### src/hdl/mict_consts.svh
`ifndef MICT_CONSTS_SVH
`define MICT_CONSTS_SVH
// ----------------------------------------------------------------------
// timing, addresses and reset values
// ----------------------------------------------------------------------
`define MICT_CLK_PER_ICYC 4
`define MICT_PC_RST 13'h0000
`define MICT_PCL_ADDR 8'h06
`define MICT_SECTOR0 2'h0
`define MICT_GIE_RST 1'b0
`define MICT_CARRY_RST 1'b0
`endif

### src/hdl/mict_pkg.sv
package mict_pkg;
  // instruction classes decoded by the sequencer
  typedef enum logic [4:0] {
    MICT_OP_NOP, MICT_OP_ADD, MICT_OP_SUB, MICT_OP_AND, MICT_OP_OR,
    MICT_OP_XOR, MICT_OP_CPL, MICT_OP_INC, MICT_OP_DEC, MICT_OP_RR,
    MICT_OP_RL, MICT_OP_RRC, MICT_OP_RLC, MICT_OP_BSET, MICT_OP_BCLR,
    MICT_OP_MOVM, MICT_OP_JMP, MICT_OP_CALL, MICT_OP_RET, MICT_OP_INTERRUPT_RETURN_INSTR,
    MICT_OP_TBRD, MICT_OP_SZ, MICT_OP_SNZ
  } mict_op_t;
  typedef enum logic [0:0] {MICT_ST_EXEC, MICT_ST_FLUSH} mict_state_t;
endpackage : mict_pkg

### src/hdl/mict_alu_if.sv
`timescale 1ns/1ps
interface mict_alu_if;
  import mict_pkg::*;
  mict_op_t op;
  logic [7:0] acc;
  logic [7:0] mem;
  logic [2:0] bit_sel;
  logic carry_in;
  logic [7:0] result;
  logic carry_out;
  logic carry_upd;
  logic zero_out;
  logic zero_upd;
  modport core (output op, acc, mem, bit_sel, carry_in,
    input result, carry_out, carry_upd, zero_out, zero_upd);
  modport alu (input op, acc, mem, bit_sel, carry_in,
    output result, carry_out, carry_upd, zero_out, zero_upd);
endinterface : mict_alu_if

### src/hdl/mict_alu.sv
`timescale 1ns/1ps
module mict_alu
  import mict_pkg::*;
(
  mict_alu_if.alu a
);
  // --------------------------------------------------------------------
  // arithmetic
  // --------------------------------------------------------------------
  wire [8:0] sum = {1'b0, a.acc} + {1'b0, a.mem}; // [RQ6]
  wire [8:0] dif = {1'b0, a.acc} - {1'b0, a.mem}; // [RQ6]
  wire [7:0] bmask = 8'h01 << a.bit_sel;
  wire is_logic = (a.op == MICT_OP_AND) || (a.op == MICT_OP_OR) ||
    (a.op == MICT_OP_XOR) || (a.op == MICT_OP_CPL);
  // result select; bit ops touch only the chosen bit
  assign a.result =
    (a.op == MICT_OP_ADD) ? sum[7:0] :
    (a.op == MICT_OP_SUB) ? dif[7:0] :
    (a.op == MICT_OP_AND) ? (a.acc & a.mem) : // [RQ5]
    (a.op == MICT_OP_OR) ? (a.acc | a.mem) :
    (a.op == MICT_OP_XOR) ? (a.acc ^ a.mem) :
    (a.op == MICT_OP_CPL) ? ~a.mem :
    (a.op == MICT_OP_INC) ? a.mem + 8'h01 : // [RQ7]
    (a.op == MICT_OP_DEC) ? a.mem - 8'h01 : // [RQ7]
    (a.op == MICT_OP_RR) ? {a.mem[0], a.mem[7:1]} : // [RQ8]
    (a.op == MICT_OP_RL) ? {a.mem[6:0], a.mem[7]} :
    (a.op == MICT_OP_RRC) ? {a.carry_in, a.mem[7:1]} :
    (a.op == MICT_OP_RLC) ? {a.mem[6:0], a.carry_in} :
    (a.op == MICT_OP_BSET) ? (a.mem | bmask) : // [RQ9]
    (a.op == MICT_OP_BCLR) ? (a.mem & ~bmask) : // [RQ9]
    (a.op == MICT_OP_MOVM) ? a.acc : a.mem;
  // flags; subtract carry is not-borrow
  assign a.carry_out =
    (a.op == MICT_OP_ADD) ? sum[8] :
    (a.op == MICT_OP_SUB) ? ~dif[8] :
    (a.op == MICT_OP_RRC) ? a.mem[0] : a.mem[7]; // [RQ8]
  assign a.carry_upd = (a.op == MICT_OP_ADD) || (a.op == MICT_OP_SUB) ||
    (a.op == MICT_OP_RRC) || (a.op == MICT_OP_RLC);
  assign a.zero_out = (a.result == 8'h00); // [RQ5]
  assign a.zero_upd = is_logic || (a.op == MICT_OP_ADD) ||
    (a.op == MICT_OP_SUB) || (a.op == MICT_OP_INC) ||
    (a.op == MICT_OP_DEC);
endmodule : mict_alu

### src/hdl/mict_core.sv
`timescale 1ns/1ps
`include "mict_consts.svh"
// Behaviour
// [RQ1] four clocks per instruction cycle, advance at boundary
// [RQ2] branch, call, table read take two cycles
// [RQ3] writing program counter low byte adds cycle
// [RQ4] taken skip costs one extra cycle
// [RQ5] logic ops set zero on zero result
// [RQ6] carry above 255, borrow below 0
// [RQ7] increment and decrement change by one
// [RQ8] rotates one bit, through-carry uses carry
// [RQ9] bit set/clear is read-modify-write
// [RQ10] call saves return point, jump saves nothing
// [RQ11] table read delivers program memory data
// [RQ12] data accesses target sector 0
// [RQ13] interrupt return sets global enable
// [RQ14] extra cycle discards prefetched instruction
module mict_core
  import mict_pkg::*;
#(
  parameter int PC_W = 13,
  parameter int STACK_D = 8
)(
  // clock and reset
  input wire logic clock,
  input wire logic rst_n,
  // decoded instruction from fetch
  input wire mict_op_t instr_op,
  input wire logic [7:0] instr_addr,
  input wire logic [7:0] instr_imm,
  input wire logic [2:0] instr_bit,
  input wire logic instr_use_imm,
  input wire logic instr_to_acc,
  input wire logic [PC_W-1:0] instr_target,
  // data memory port
  input wire logic [7:0] dmem_rdata,
  output logic [7:0] dmem_addr,
  output logic [1:0] dmem_sector,
  output logic [7:0] dmem_wdata,
  output logic dmem_we,
  // table read port
  input wire logic [7:0] tbl_rdata,
  output logic [PC_W-1:0] tbl_addr,
  // program fetch and status
  output logic [PC_W-1:0] pc,
  output logic icyc_strobe,
  output logic flush,
  output logic [7:0] acc,
  output logic carry,
  output logic zero,
  output logic global_interrupt_enable
);
  // --------------------------------------------------------------------
  // checks
  // --------------------------------------------------------------------
  initial begin
    if (PC_W < 9 || PC_W > 16) $error("PC_W out of range");
    if (STACK_D < 1 || STACK_D > 16) $error("STACK_D out of range");
  end
  localparam int SP_W = $clog2(STACK_D + 1);
  // --------------------------------------------------------------------
  // instruction cycle divider
  // --------------------------------------------------------------------
  logic [1:0] phase_ff;
  wire last_phase = (phase_ff == 2'(`MICT_CLK_PER_ICYC - 1));
  // phase counter; state only moves on the last phase
  always_ff @(posedge clock or negedge rst_n) begin
    if (!rst_n) phase_ff <= 2'h0;
    else phase_ff <= phase_ff + 2'h1; // [RQ1]
  end
  assign icyc_strobe = last_phase; // [RQ1]
  // --------------------------------------------------------------------
  // registers
  // --------------------------------------------------------------------
  mict_state_t state_ff, nxt_state;
  logic [PC_W-1:0] pc_ff, nxt_pc;
  logic [7:0] acc_ff, nxt_acc;
  logic carry_ff, nxt_carry;
  logic zero_ff, nxt_zero;
  logic gie_ff, nxt_gie;
  logic [SP_W-1:0] sp_ff, nxt_sp;
  logic [PC_W-1:0] stack_ff [STACK_D];
  // --------------------------------------------------------------------
  // alu
  // --------------------------------------------------------------------
  mict_alu_if alu_bus ();
  mict_alu u_alu (.a(alu_bus.alu));
  assign alu_bus.op = instr_op;
  assign alu_bus.acc = acc_ff;
  assign alu_bus.mem = instr_use_imm ? instr_imm : dmem_rdata;
  assign alu_bus.bit_sel = instr_bit;
  assign alu_bus.carry_in = carry_ff;
  // --------------------------------------------------------------------
  // decode
  // --------------------------------------------------------------------
  function automatic logic is_two_cyc(mict_op_t op);
    return op == MICT_OP_JMP || op == MICT_OP_CALL ||
      op == MICT_OP_RET || op == MICT_OP_INTERRUPT_RETURN_INSTR || op == MICT_OP_TBRD;
  endfunction : is_two_cyc
  function automatic logic writes_mem(mict_op_t op);
    return !(op == MICT_OP_NOP || is_two_cyc(op) ||
      op == MICT_OP_SZ || op == MICT_OP_SNZ);
  endfunction : writes_mem
  wire executing = (state_ff == MICT_ST_EXEC);
  wire [PC_W-1:0] pc_inc = pc_ff + PC_W'(1);
  wire mem_dest = writes_mem(instr_op) && !instr_to_acc && !instr_use_imm;
  wire pcl_write = mem_dest && (instr_addr == `MICT_PCL_ADDR); // [RQ3]
  wire skip_take = (instr_op == MICT_OP_SZ && dmem_rdata == 8'h00) ||
    (instr_op == MICT_OP_SNZ && dmem_rdata != 8'h00); // [RQ4]
  wire need_flush = is_two_cyc(instr_op) || pcl_write || skip_take;
  wire stk_full = (sp_ff == SP_W'(STACK_D));
  wire stk_empty = (sp_ff == SP_W'(0));
  wire [SP_W-1:0] sp_dec = sp_ff - SP_W'(1);
  wire [PC_W-1:0] stk_top = stack_ff[stk_empty ? 0 : sp_dec];
  wire push = last_phase && executing && instr_op == MICT_OP_CALL
    && !stk_full; // [RQ10]
  // data memory port, read-modify-write in a single pass
  assign dmem_addr = instr_addr;
  assign dmem_sector = `MICT_SECTOR0; // [RQ12]
  assign dmem_wdata = alu_bus.result; // [RQ9]
  assign dmem_we = last_phase && executing && mem_dest; // [RQ9]
  assign tbl_addr = {instr_target[PC_W-1:8], acc_ff}; // [RQ11]
  // --------------------------------------------------------------------
  // next state
  // --------------------------------------------------------------------
  always_comb begin
    nxt_state = state_ff;
    nxt_pc = pc_ff;
    nxt_acc = acc_ff;
    nxt_carry = carry_ff;
    nxt_zero = zero_ff;
    nxt_gie = gie_ff;
    nxt_sp = sp_ff;
    case (state_ff)
      MICT_ST_EXEC: begin
        nxt_pc = pc_inc;
        if (need_flush) nxt_state = MICT_ST_FLUSH; // [RQ2] [RQ14]
        if (alu_bus.carry_upd) nxt_carry = alu_bus.carry_out; // [RQ6]
        if (alu_bus.zero_upd) nxt_zero = alu_bus.zero_out; // [RQ5]
        if (writes_mem(instr_op) && (instr_to_acc || instr_use_imm))
          nxt_acc = alu_bus.result;
        case (instr_op)
          MICT_OP_JMP: nxt_pc = instr_target; // [RQ10]
          MICT_OP_CALL: begin
            nxt_pc = instr_target;
            if (!stk_full) nxt_sp = sp_ff + SP_W'(1); // [RQ10]
          end
          MICT_OP_RET, MICT_OP_INTERRUPT_RETURN_INSTR: begin
            nxt_pc = stk_top; // [RQ10]
            if (!stk_empty) nxt_sp = sp_dec;
            if (instr_op == MICT_OP_INTERRUPT_RETURN_INSTR) nxt_gie = 1'b1; // [RQ13]
          end
          MICT_OP_TBRD: nxt_acc = tbl_rdata; // [RQ11]
          MICT_OP_SZ, MICT_OP_SNZ: if (skip_take) nxt_pc = pc_ff + PC_W'(2);
          default: if (pcl_write)
            nxt_pc = {pc_inc[PC_W-1:8], alu_bus.result}; // [RQ3]
        endcase
      end
      MICT_ST_FLUSH: nxt_state = MICT_ST_EXEC; // [RQ14]
      default: nxt_state = MICT_ST_EXEC;
    endcase
  end
  // --------------------------------------------------------------------
  // state registers, updated once per instruction cycle
  // --------------------------------------------------------------------
  always_ff @(posedge clock or negedge rst_n) begin
    if (!rst_n) begin
      state_ff <= MICT_ST_EXEC;
      pc_ff <= PC_W'(`MICT_PC_RST);
      acc_ff <= 8'h00;
      carry_ff <= `MICT_CARRY_RST;
      zero_ff <= 1'b0;
      gie_ff <= `MICT_GIE_RST;
      sp_ff <= '0;
    end else if (last_phase) begin // [RQ1]
      state_ff <= nxt_state;
      pc_ff <= nxt_pc;
      acc_ff <= nxt_acc;
      carry_ff <= nxt_carry;
      zero_ff <= nxt_zero;
      gie_ff <= nxt_gie;
      sp_ff <= nxt_sp;
    end
  end
  // return stack; a full stack drops the push rather than wrap
  generate
    for (genvar i = 0; i < STACK_D; i++) begin : g_stk
      always_ff @(posedge clock or negedge rst_n) begin
        if (!rst_n) stack_ff[i] <= '0;
        else if (push && sp_ff == SP_W'(i)) stack_ff[i] <= pc_inc;
      end
    end
  endgenerate
  // --------------------------------------------------------------------
  // outputs
  // --------------------------------------------------------------------
  assign pc = pc_ff;
  assign flush = !executing; // [RQ14]
  assign acc = acc_ff;
  assign carry = carry_ff;
  assign zero = zero_ff;
  assign global_interrupt_enable = gie_ff;
endmodule : mict_core

### config.mk
export PLATFORM = sky130hd
export DESIGN_NAME = mict_core
export DESIGN_NICKNAME = d
export VERILOG_FILES = /design/src/hdl/mict_pkg.sv /design/src/hdl/mict_alu_if.sv /design/src/hdl/mict_alu.sv /design/src/hdl/mict_core.sv
export VERILOG_INCLUDE_DIRS = /design/src /design/src/hdl
export SDC_FILE = /design/constraint.sdc
export NUM_CORES = 1
export LEC_CHECK = 0
export BUFFER_PORTS_ARGS = -buffer_cell sky130_fd_sc_hd__clkbuf_2
export CAP_MARGIN = 20
export CORE_MARGIN = 1
export CORE_UTILIZATION = 45
export DETAILED_ROUTE_END_ITERATION = 12
export PLACE_DENSITY_LB_ADDON = 0.08
export SYNTH_ARGS = -nofsm -noshare
export SYNTH_HDL_FRONTEND = slang
export SYNTH_SLANG_ARGS = --single-unit
### constraint.sdc
create_clock -name clock -period 5.09 [get_ports clock]
set_input_delay 0.7635 -clock clock [delete_from_list [all_inputs] [get_ports clock]]
set_output_delay 0.7635 -clock clock [all_outputs]
set_load 0.01 [all_outputs]
==> results.md, run 1 <==
- Crit. End Element: output port
- Hpwl dp: 24.7 mm
- Hold_buf cts: 0
- Setup TNS: 0 ps
- Metal2 WL: 13.5 mm
- Relative slew margins: 34.5%
- Cell Int Power: 0.00231 W
- Clk pwr share: 28.4%
- Routability congestion estimate: 0.993
- Post-Syn Area per Cell: 8.45 um^2
- P_leak: 4.68 nW
- Post-Synth Simple-Gate Area: 19.7%
- Final hold violation count: 0
- Area after DPL: 0.0104 mm^2
- GRT Util Overall: 31.3%
- Met3 WL: 3.22 mm
- Rows: 53
- CP required: 4330 ps
- Vias/cell: 6.16
- Final worst setup slack: 560 ps
- CTS Buf Count: 17
- Cells after Synth: 1151
- Crit path max fanout: 17
- Post-synthesis compound-gate area fraction: 24.8%
- CTS Buffer Depth: 2
- Detailed-route DRC error count: 0
- Sequential-to-total area share from yosys stat: 34.7%
- Synth warnings: 0
- Design area: 0.0110 mm^2
- NetSw: 0.00167 W
- Met1 Wirelength: 16.2 mm
- Boundary pin count: 115
- Worst Hold Path Cells: 1
- Synth cell types: 88
- Post-synth EDFFs: 0
- Switching Share: 41.9%
- Peak VDD IR: 0.000182 V
- GRT Residual Overflow: 0
- DR iter-0 viols: 897
- Drt wl/cell: 22.2 um
- Layout area overhead: 12.7%
- Core ar.: 0.0211 mm^2
- CTS tree: yes
- Commonest cells after routing, fill and taps aside: nand2_1 (193), o21ai_0 (140), dfrtp_1 (135), clkbuf_2 (111), a21oi_1 (61)
- Setup violators final: 0
- Share of layout cells above drive strength 1: 18.7%
- DR top layer: met4
- Final wirelength: 33.6 mm
- Commonest non-fill, non-tap cell in the layout: nand2_1
- Top FF cell, synth: dfrtp_1
- Synthesized flop and latch total: 135
- First-pass DRT Iterations: 5
- Slew Limit Fails: 0
- Largest net degree at the start of global routing: 103
- Starting Density: 46.1%
- Chip height: 149 um
- Share of power burned in registers: 34.1%
- XOR/XNOR Fraction of Synth Area: 3.42%
- Unrepaired setup endpoints after global routing: no
- Via count: 9315
- Max_cap viols: 0
- Vias in the first global route: 8627
- Initial antenna violation count: 0
- Minimum clock period: 4530 ps
- Reg2Reg Depth: 10
- Final Cycle Share: 89.0%
- Outcome: finished clean
- WS Path Type: input pin to output port
- Pwr Density: 362 mW/mm^2
- Post-Place Setup Slack: 696 ps
- Post-synthesis mux area share: 6.10%
- CTS resizes: 0
- Clk Latency, worst-skew pair: 430 ps
- Die Width: 149 um
- HP Class: flip-flop to flip-flop
- Port Buffer Count: 112
- Final nets: 1318
- H-tree depth: 4
- Worst-path clk slew: 60 ps
- Tightest Pin Transition: 983 ps
- Synthesized area: 0.00972 mm^2
- Clk sinks: 135
- Die area: 0.0222 mm^2
- Post-CTS Setup Repair Bufs: 0
- Combinational share of power: 37.5%
- Post-synth ARST share: 100%
- Fin Clk Skew: 10.1 ps
- Largest family of logic cells by synthesized area: compound AO/OA/AOI/OAI gates
- Crit path launch type: input pin
- ANT nets after route: 0
- Adder-Cell Fraction of Synth Area: 4.66%
- Fmax: 221 MHz
- Root Buffer: clkbuf_16
- WP data arrival: 3770 ps
- Ant diodes: 0
- First-pass GRT wire length: 52.0 mm
[per-stage QoR]
step           total power (W)  hold slack, ps  utilization [%]  instances
2_1_floorplan          0.00228             401                -       1152
3_3_place_gp           0.00284             416             49.5       1482
3_5_place_dp           0.00283             427             49.5       1482
4_1_cts                0.00396             436             52.0       1513
5_1_grt                0.00418             450             52.0       1513
6_report               0.00397             429             52.0       1513
[cells in the mapped netlist, types with 15 or more instances]
library cell  instances  area share, %
clkbuf_1             43            1.7
nand2_1             193            7.4
inv_1                32            1.2
a221oi_1             16            1.4
o22ai_1              19            1.2
a21oi_1              61            3.1
buf_4                25            1.9
xor2_1               19            1.7
nand2b_1             15           0.97
ha_1                 33            4.2
nand3_1              29            1.5
o211ai_1             15            1.2
nor2_1               56            2.2
xnor2_1              19            1.7
o21ai_0             140            7.2
dfrtp_1             135             35
buf_2                18           0.93
nor3_1               23            1.2
[metal layers]
metal	global-route usage [%]	vias up
li1	-	4341
met1	47.7	4459
met2	42.0	458
met3	9.05	57
met4	8.88	0
met5	0	-
[state kept, by name, indices dropped and copies added, names as in the netlist]
register                 count
acc                          8
carry                        1
flush                        1
global_interrupt_enable      1
pc                          13
phase_ff                     2
sp_ff                        4
stack_ff                   104
zero                         1
[critical path: stages]
cell	delay (ps)
clkbuf_2	120
buf_4	290
mux2i_1	410
inv_1	290
fa_1	510
xor2_1	180
a211oi_1	430
o2111ai_1	250
and3_1	340
clkbuf_2	170
[final timing paths]
path,slack (ps),to,start
max in group asynchronous,3540,stack_ff[31],rst_n
worst min register to register,430,phase_ff[0],phase_ff[0]
min in group asynchronous,470,stack_ff[53],rst_n
worst min-delay path,430,phase_ff[0],phase_ff[0]
worst max register to register,1310,pc[9],sp_ff[0]
worst max-delay path,560,dmem_wdata[2],instr_use_imm
[layout make-up]
| type | instances | area [um^2] |
|---|---|---|
| clock buffer | 18 | 429 |
| clock inverter | 13 | 98.8 |
| fill | 2040 | 10100 |
| inverter | 38 | 143 |
| multi-input combinational | 886 | 5730 |
| sequential | 135 | 3380 |
| tap | 275 | 344 |
| timing repair buffer | 148 | 837 |
[power by group through the flow]
stage	clock, W	combinational (W)	sequential, W
floorplan	0	0.000993	0.00128
global placement	0	0.00147	0.00137
detailed placement	0	0.00146	0.00137
CTS	0.00115	0.00147	0.00135
global route	0.00120	0.00161	0.00137
finish	0.00113	0.00149	0.00136
[kinds of logic after synthesis]
group / count (synthesis)
other: 1
muxes: 36
xor gates and xnor gates: 38
adders and majority gates: 35
and+or+nand+nor: 401
DFF: 135
AOI/OAI and AO/OA: 374
buffers and inverters: 131
No activity file was read; power rests on OpenSTA's default activity.
==> run 2: changes to the inputs <==
--- a/config.mk
+++ b/config.mk
@@ -6,11 +6,11 @@
 export SDC_FILE = /design/constraint.sdc
 export NUM_CORES = 1
 export LEC_CHECK = 0
-export BUFFER_PORTS_ARGS = -buffer_cell sky130_fd_sc_hd__clkbuf_2
 export CAP_MARGIN = 20
 export CORE_MARGIN = 1
-export CORE_UTILIZATION = 45
+export CORE_UTILIZATION = 25
 export DETAILED_ROUTE_END_ITERATION = 12
+export DONT_BUFFER_PORTS = 1
 export PLACE_DENSITY_LB_ADDON = 0.08
 export SYNTH_ARGS = -nofsm -noshare
 export SYNTH_HDL_FRONTEND = slang
==> run 2 against run 1 <==
  * Total power is 0.39% lower
  * Non-clock buffer count decreased by 128
  * Setup slack gained 290 ps
  * Die area increased by 79%
  * Final cell count increased by 7.1%
  * First-iteration DRC count shrank 20%
  * Count of clock-buffer cells in the layout is 3 higher
  * Maximum frequency increased by 6.9%
  * Combinational power shrank 9%
  * Core utilization fell by 24 points
  * Via count down 6.6%
  * Sequential share of layout area is 1.1 points higher
==> results.md, run 2 (synthesis gave the netlist of run 1 again) <==
- Outcome: finished clean
- WS Path Type: input pin to output port
- Core ar.: 0.0379 mm^2 (+80%)
- Rows: 71 (+34%)
- R2r startpoint: sp_ff[0]
- Hpwl dp: 27.6 mm (+12%)
- Vias/cell: 5.37 (-13%)
- Die Width: 199 um (+34%)
- Boundary pin count: 115 (unchanged)
- CP endpoint: dmem_wdata[4]
- Post-Place Setup Slack: 931 ps (+235 ps)
- GRT Residual Overflow: 0 (unchanged)
- Design area: 0.0106 mm^2 (-3.3%)
- Instance count on the critical path: 11 (+1)
- Slowest stage cell, crit path: mux2i_4
- Final nets: 1190 (-9.7%)
- Largest Register: stack_ff
- Commonest non-fill, non-tap cell in the layout: nand2_1
- Fmax: 236 MHz (+6.9%)
- Hold_buf cts: 0 (unchanged)
- Routability congestion estimate: 0.866 (-13%)
- Clk sinks: 135 (unchanged)
- CTS resizes: 0 (unchanged)
- Drt wl/cell: 23.8 um (+7.5%)
- Area after DPL: 0.0100 mm^2 (-4.0%)
- Crit path launch type: input pin
- Final wirelength: 38.6 mm (+15%)
- Die area: 0.0397 mm^2 (+79%)
- Detailed-route DRC error count: 0 (unchanged)
- First-pass DRT Iterations: 5 (unchanged)
- Worst path most repeated cell: nor3_1
- Commonest cells after routing, fill and taps aside: nand2_1 (193), o21ai_0 (140), dfrtp_1 (135), a21oi_1 (61), nor2_1 (55)
- Chip height: 199 um (+34%)
- Clk Latency, worst-skew pair: 430 ps (about the same)
- Slew Limit Fails: 0 (unchanged)
- Port Buffer Count: 0 (-100%)
- Unrepaired setup endpoints after global routing: no
- H-tree depth: 4 (unchanged)
- Worst path buffer plus inverter count: 2 (-2)
- Post-CTS Setup Repair Bufs: 0 (unchanged)
- HP Class: input pin to async pin
- Flip-flop count of the largest register after layout: 104 (unchanged)
- Starting Density: 25.6% (-20 points)
- Setup violators final: 0 (unchanged)
- R2R Setup Slk: 1370 ps (+60 ps)
- Final Hold Slack: 28.7 ps (-400 ps)
- Crit. End Element: output port
- Peak VDD IR: 0.000231 V (+26%)
- P_leak: 4.15 nW (-11%)
- Largest net degree at the start of global routing: 136 (+32%)
- Crit-path max cell delay: 510 ps (about the same)
- ANT nets after route: 0 (unchanged)
- Final hold violation count: 0 (unchanged)
- Setup TNS: 0 ps (unchanged)
- Share of layout cells above drive strength 1: 9.29% (-9.5 points)
- Crit path launch: instr_use_imm
- DR iter-0 viols: 720 (-20%)
- Reg2Reg Depth: 11 (+1)
- Root Buffer: clkbuf_16
- CTS Buffer Depth: 2 (unchanged)
- CP cell instances: mux2i_4, inv_2, ha_1, fa_1, nor3_1, nor3_1, xnor2_1, o221ai_1, nand4b_1, o211ai_1, inv_1
- Via count: 8703 (-6.6%)
- Relative slew margins: 28.5% (-6.0 points)
- CTS tree: yes
- Final Cycle Share: 83.2% (-5.8 points)
- Family with the most delay on the worst path: adder cells
- Crit path max fanout: 18 (+1)
- CTS Buf Count: 17 (unchanged)
- Vias in the first global route: 8574 (-0.61%)
- Worst-path clk slew: 60 ps (about the same)
- Max_cap viols: 0 (unchanged)
- Final worst setup slack: 853 ps (+293 ps)
- Minimum clock period: 4240 ps (-293 ps)
- Tightest Pin Transition: 1070 ps (+82.5 ps)
- First-pass GRT wire length: 58.5 mm (+12%)
- Fin Clk Skew: 9.12 ps (-1.01 ps)
- Layout area overhead: 8.97%
- FILL cells: 4076 (+100%)
- Initial antenna violation count: 1 (+1)
- Ant diodes: 0 (unchanged)
- Pwr Density: 374 mW/mm^2 (+3.1%)
- Critical R2R Capture: pc[9]
- GRT Util Overall: 20.1% (-11 points)
- WP data arrival: 3470 ps (-300 ps)
- CP required: 4330 ps (about the same)
-- run 2: changes by cell type in the layout (fill, tap and decap cells not counted), sizes merged --
cell / previous run / this run
clkinv: 6 / 5
clkbuf: 129 / 21
inv: 42 / 38
bufinv: 0 / 1
buf: 37 / 20
-- run 2: how the worst min path moves through the flow --
stage / from / to / slack, ps / cells after the start
finish: rst_n / global_interrupt_enable / 30 / 0
global route: rst_n / global_interrupt_enable / 9 / 0
CTS: rst_n / global_interrupt_enable / 20 / 0
detailed placement: phase_ff[0] / phase_ff[0] / 430 / 1
global placement: phase_ff[0] / phase_ff[0] / 430 / 1
floorplan: phase_ff[0] / phase_ff[0] / 400 / 1
-- run 2: layer usage --
layer,wire (um),up-vias,GRT usage (%),share of wire [%]
met5,16,-,0,0.041
met4,497,2,4.79,1.3
met3,2200,31,4.30,5.7
met2,16700,277,29.6,43
met1,19200,4324,29.6,50
li1,-,4069,-,-
-- run 2: per-stage QoR --
stage / power [W] / std cells / util [%]
after floorplan: 0.00228 / 1152 / -
after global placement: 0.00280 / 1587 / 26.4
after detailed placement: 0.00278 / 1587 / 26.4
after CTS: 0.00400 / 1617 / 27.9
after global routing: 0.00418 / 1620 / 27.9
final: 0.00396 / 1620 / 27.9
-- run 2: power by group --
part,switching (W),internal (W)
Combinational,0.000902,0.000461
Clock,0.000492,0.000700
Sequential,0.000247,0.00116
-- run 2: layout make-up --
| class | count | area, um^2 | area share (%) |
|---|---|---|---|
| multi-input combinational | 886 | 5730 | 54.1 |
| sequential | 135 | 3380 | 31.9 |
| tap | 511 | 639 | 6.03 |
| clock buffer | 21 | 470 | 4.44 |
| timing repair buffer | 20 | 155 | 1.46 |
| inverter | 38 | 143 | 1.35 |
| clock inverter | 9 | 77.6 | 0.732 |
==> run 3: changes to the inputs <==
--- a/config.mk
+++ b/config.mk
@@ -6,6 +6,7 @@
 export SDC_FILE = /design/constraint.sdc
 export NUM_CORES = 1
 export LEC_CHECK = 0
+export ABC_AREA = 1
 export CAP_MARGIN = 20
 export CORE_MARGIN = 1
 export CORE_UTILIZATION = 25
==> constraint.sdc (replaced) <==
create_clock -name clock -period 4.1 [get_ports clock]
set_input_delay 0.615 -clock clock [delete_from_list [all_inputs] [get_ports clock]]
set_output_delay 0.615 -clock clock [all_outputs]
set_load 0.01 [all_outputs]
==> run 3 against run 2 <==
  * Critical path depth up 4
  * Die area up 0.94%
  * Via count up 9.4%
  * Total power up 46%
  * Setup slack worse by 390 ps
  * Synthesized cell count up 25%
  * Largest cell class unchanged
  * Final cell count up 22%
  * Non-clock buffer count up 32
  * Combinational power up 74%
  * Final area up 4.9%
  * Clock skew up 4.7 ps
  * Global-route usage about the same
  * Largest power group is now combinational logic
==> results.md, run 3 <==
- Commonest non-fill, non-tap cell in the layout: nand2_1
- Worst-path clk slew: 60 ps (about the same)
- Boundary pin count: 115 (unchanged)
- Post-synth EDFFs: 0 (unchanged)
- Pwr Density: 519 mW/mm^2 (+39%)
- Flip-flop count of the largest register after layout: 104 (unchanged)
- HP Class: input pin to async pin
- Synth cell types: 55 (-38%)
- Drt wl/cell: 20.2 um (-15%)
- Routability congestion estimate: 0.877 (+1.3%)
- Post-synth top area cell: dfrtp_1
- Sequential-to-total area share from yosys stat: 34.4% (-0.33 points)
- Final hold violation count: 0 (unchanged)
- DR iter-0 viols: 776 (+7.8%)
- FILL cells: 4306 (+5.6%)
- Top cells by area, synth: dfrtp_1 (34%), nand2_1 (16%), o21ai_0 (9.0%), inv_1 (4.9%), nor2_1 (4.4%)
- Clk Latency, worst-skew pair: 440 ps (about the same)
- Initial antenna violation count: 3 (+2)
- Unrepaired setup endpoints after global routing: no
- Peak VDD IR: 0.000354 V (+54%)
- Synthesized flop and latch total: 135 (unchanged)
- Final nets: 1530 (+29%)
- GRT Residual Overflow: 0 (unchanged)
- Area occupied by multi-input gates: 0.00544 mm^2 (-5.2%)
- Starting Density: 25.4% (-0.23 points)
- Final Cycle Share: 88.7%
- R2r startpoint: sp_ff[1]
- Layout area overhead: 13.3%
- Via count: 9520 (+9.4%)
- Critical R2R Capture: pc[9]
- Setup violators final: 0 (unchanged)
- Hpwl dp: 29.6 mm (+7.3%)
- Reg2Reg Depth: 12 (+1)
- CTS Buffer Depth: 2 (unchanged)
- Die Width: 200 um (+0.47%)
- Die area: 0.0401 mm^2 (+0.94%)
- Placed Cells: 1936 (+22%)
- Minimum clock period: 3640 ps
- Root Buffer: clkbuf_16
- Fmax: 275 MHz
- Vias in the first global route: 9232 (+7.7%)
- Crit path launch: acc[1]
- ANT nets after route: 0 (unchanged)
- Relative slew margins: 36.2% (+7.8 points)
- Fin Clk Skew: 13.8 ps (+4.67 ps)
- Crit. End Element: output port
- H-tree depth: 4 (unchanged)
- First-pass DRT Iterations: 5 (unchanged)
- WP data arrival: 3020 ps (-450 ps)
- Post-CTS Setup Repair Bufs: 0 (unchanged)
- Detailed-route DRC error count: 0 (unchanged)
- Setup TNS: 0 ps (unchanged)
- Slew Limit Fails: 0 (unchanged)
- Top post-synthesis cells by count: nand2_1 (413), o21ai_0 (176), dfrtp_1 (135)
- Port Buffer Count: 0 (unchanged)
- Commonest cells after routing, fill and taps aside: nand2_1 (413), o21ai_0 (176), dfrtp_1 (135), inv_1 (127), nor2_1 (114)
- Post-Syn Area per Cell: 6.81 um^2 (-19%)
- CTS tree: yes
- Crit path max fanout: 5 (-13)
- Vias/cell: 4.83 (-10%)
- Top FF cell, synth: dfrtp_1
- Rows: 72 (+1.4%)
- CTS resizes: 0 (unchanged)
- Max_cap viols: 0 (unchanged)
- Post-synth ARST share: 100% (unchanged)
- First-pass GRT wire length: 60.8 mm (+3.9%)
- WS Path Type: flip-flop to output port
- Largest Register: stack_ff
- Total area of sequential cells: 0.00338 mm^2 (unchanged)
- Share of layout cells above drive strength 1: 10.8% (+1.5 points)
- Tightest Pin Transition: 953 ps (-112 ps)
- P_leak: 5.13 nW (+24%)
- Top cell type's share of synthesized area: 34.4% (-0.33 points)
- Outcome: finished clean
- CP required: 3480 ps (-850 ps)
- Final wirelength: 39.8 mm (+3.2%)
- Clk sinks: 135 (unchanged)
- Count leader, synth: nand2_1
- Overall power: 0.00577 W (+46%)
- Synth warnings: 0 (unchanged)
- Crit path launch type: flip-flop
- Cells after Synth: 1441 (+25%)
- Non-Filler Instances: 1972 (+22%)
- Synthesized area: 0.00982 mm^2 (+0.95%)
- Largest net degree at the start of global routing: 136 (unchanged)
- GRT Util Overall: 20.1% (+0.020 points)
- Chip height: 200 um (+0.47%)
- Core ar.: 0.0386 mm^2 (+1.9%)
- Hold_buf cts: 1 (+1)
- CTS Buf Count: 17 (unchanged)
- R2R Setup Slk: 980 ps (-390 ps)
[run 3: final cells by class]
cell class	instances	area share (%)
sequential	135	30.4
clock inverter	11	1.32
clock buffer	21	4.32
tap	518	5.83
inverter	163	5.50
timing repair buffer	52	3.69
multi-input combinational	1069	48.9
antenna	3	0.0675
[run 3: report_power, final]
part / leakage [nW] / internal [W] / switching (W) / total (W)
Clock: 0.293 / 0.00102 / 0.000623 / 0.00164
Combinational: 3.02 / 0.000694 / 0.00167 / 0.00236
Sequential: 1.82 / 0.00147 / 0.000293 / 0.00176
Total: 5.13 / 0.00318 / 0.00259 / 0.00577
[run 3: worst max path at each step]
| stage | depth (start not counted) | end |
|---|---|---|
| 6_report | 15 | dmem_wdata[7] |
| 5_1_grt | 15 | dmem_wdata[7] |
| 4_1_cts | 12 | dmem_wdata[6] |
| 3_5_place_dp | 16 | dmem_wdata[6] |
| 3_3_place_gp | 16 | dmem_wdata[6] |
| 2_1_floorplan | 17 | dmem_wdata[7] |
[run 3: stage by stage]
step / utilization, % / instance area (um^2) / worst slack, ps / hold slack, ps
6_report: 28.8 / 11100 / 463 / 97.4
5_1_grt: 28.8 / 11100 / 212 / 187
4_1_cts: 28.7 / 11100 / 402 / 186
3_5_place_dp: 27.1 / 10500 / 681 / 322
3_3_place_gp: 27.1 / 10500 / 733 / 322
2_1_floorplan: - / 9820 / 824 / 319
[run 3: critical path, cell delays in order, from the launching register on]
cell      delay (ps)
dfrtp_1          640
inv_1            120
ha_1             320
o31ai_1          370
a21oi_1          130
o21bai_1         180
nand2_1           90
nand2_1           70
a21oi_1           80
nand2_1           70
nand2_1           40
o21ai_0          150
inv_1             60
nand2_1           80
nand2_2           90
inv_2            100
[run 3: cells by family (layout without fill, tap and decap cells)]
kind of cell,after synthesis,after routing,share of synthesized area [%]
simple gates,652,652,27.9
compound gates,353,353,20.2
buf+inv,238,247,10.4
flops,135,135,34.4
fa+ha+maj,35,35,4.61
xor+xnor,27,27,2.41
other cells,1,5,0.0382
[run 3: layer usage]
| layer | track usage [%] | wire (um) | share of wire [%] |
|---|---|---|---|
| met1 | 30.9 | 21000 | 53 |
| met2 | 27.7 | 16100 | 40 |
| met3 | 4.67 | 2280 | 5.7 |
| met4 | 4.92 | 411 | 1.0 |
| met5 | 0 | 0 | 0 |
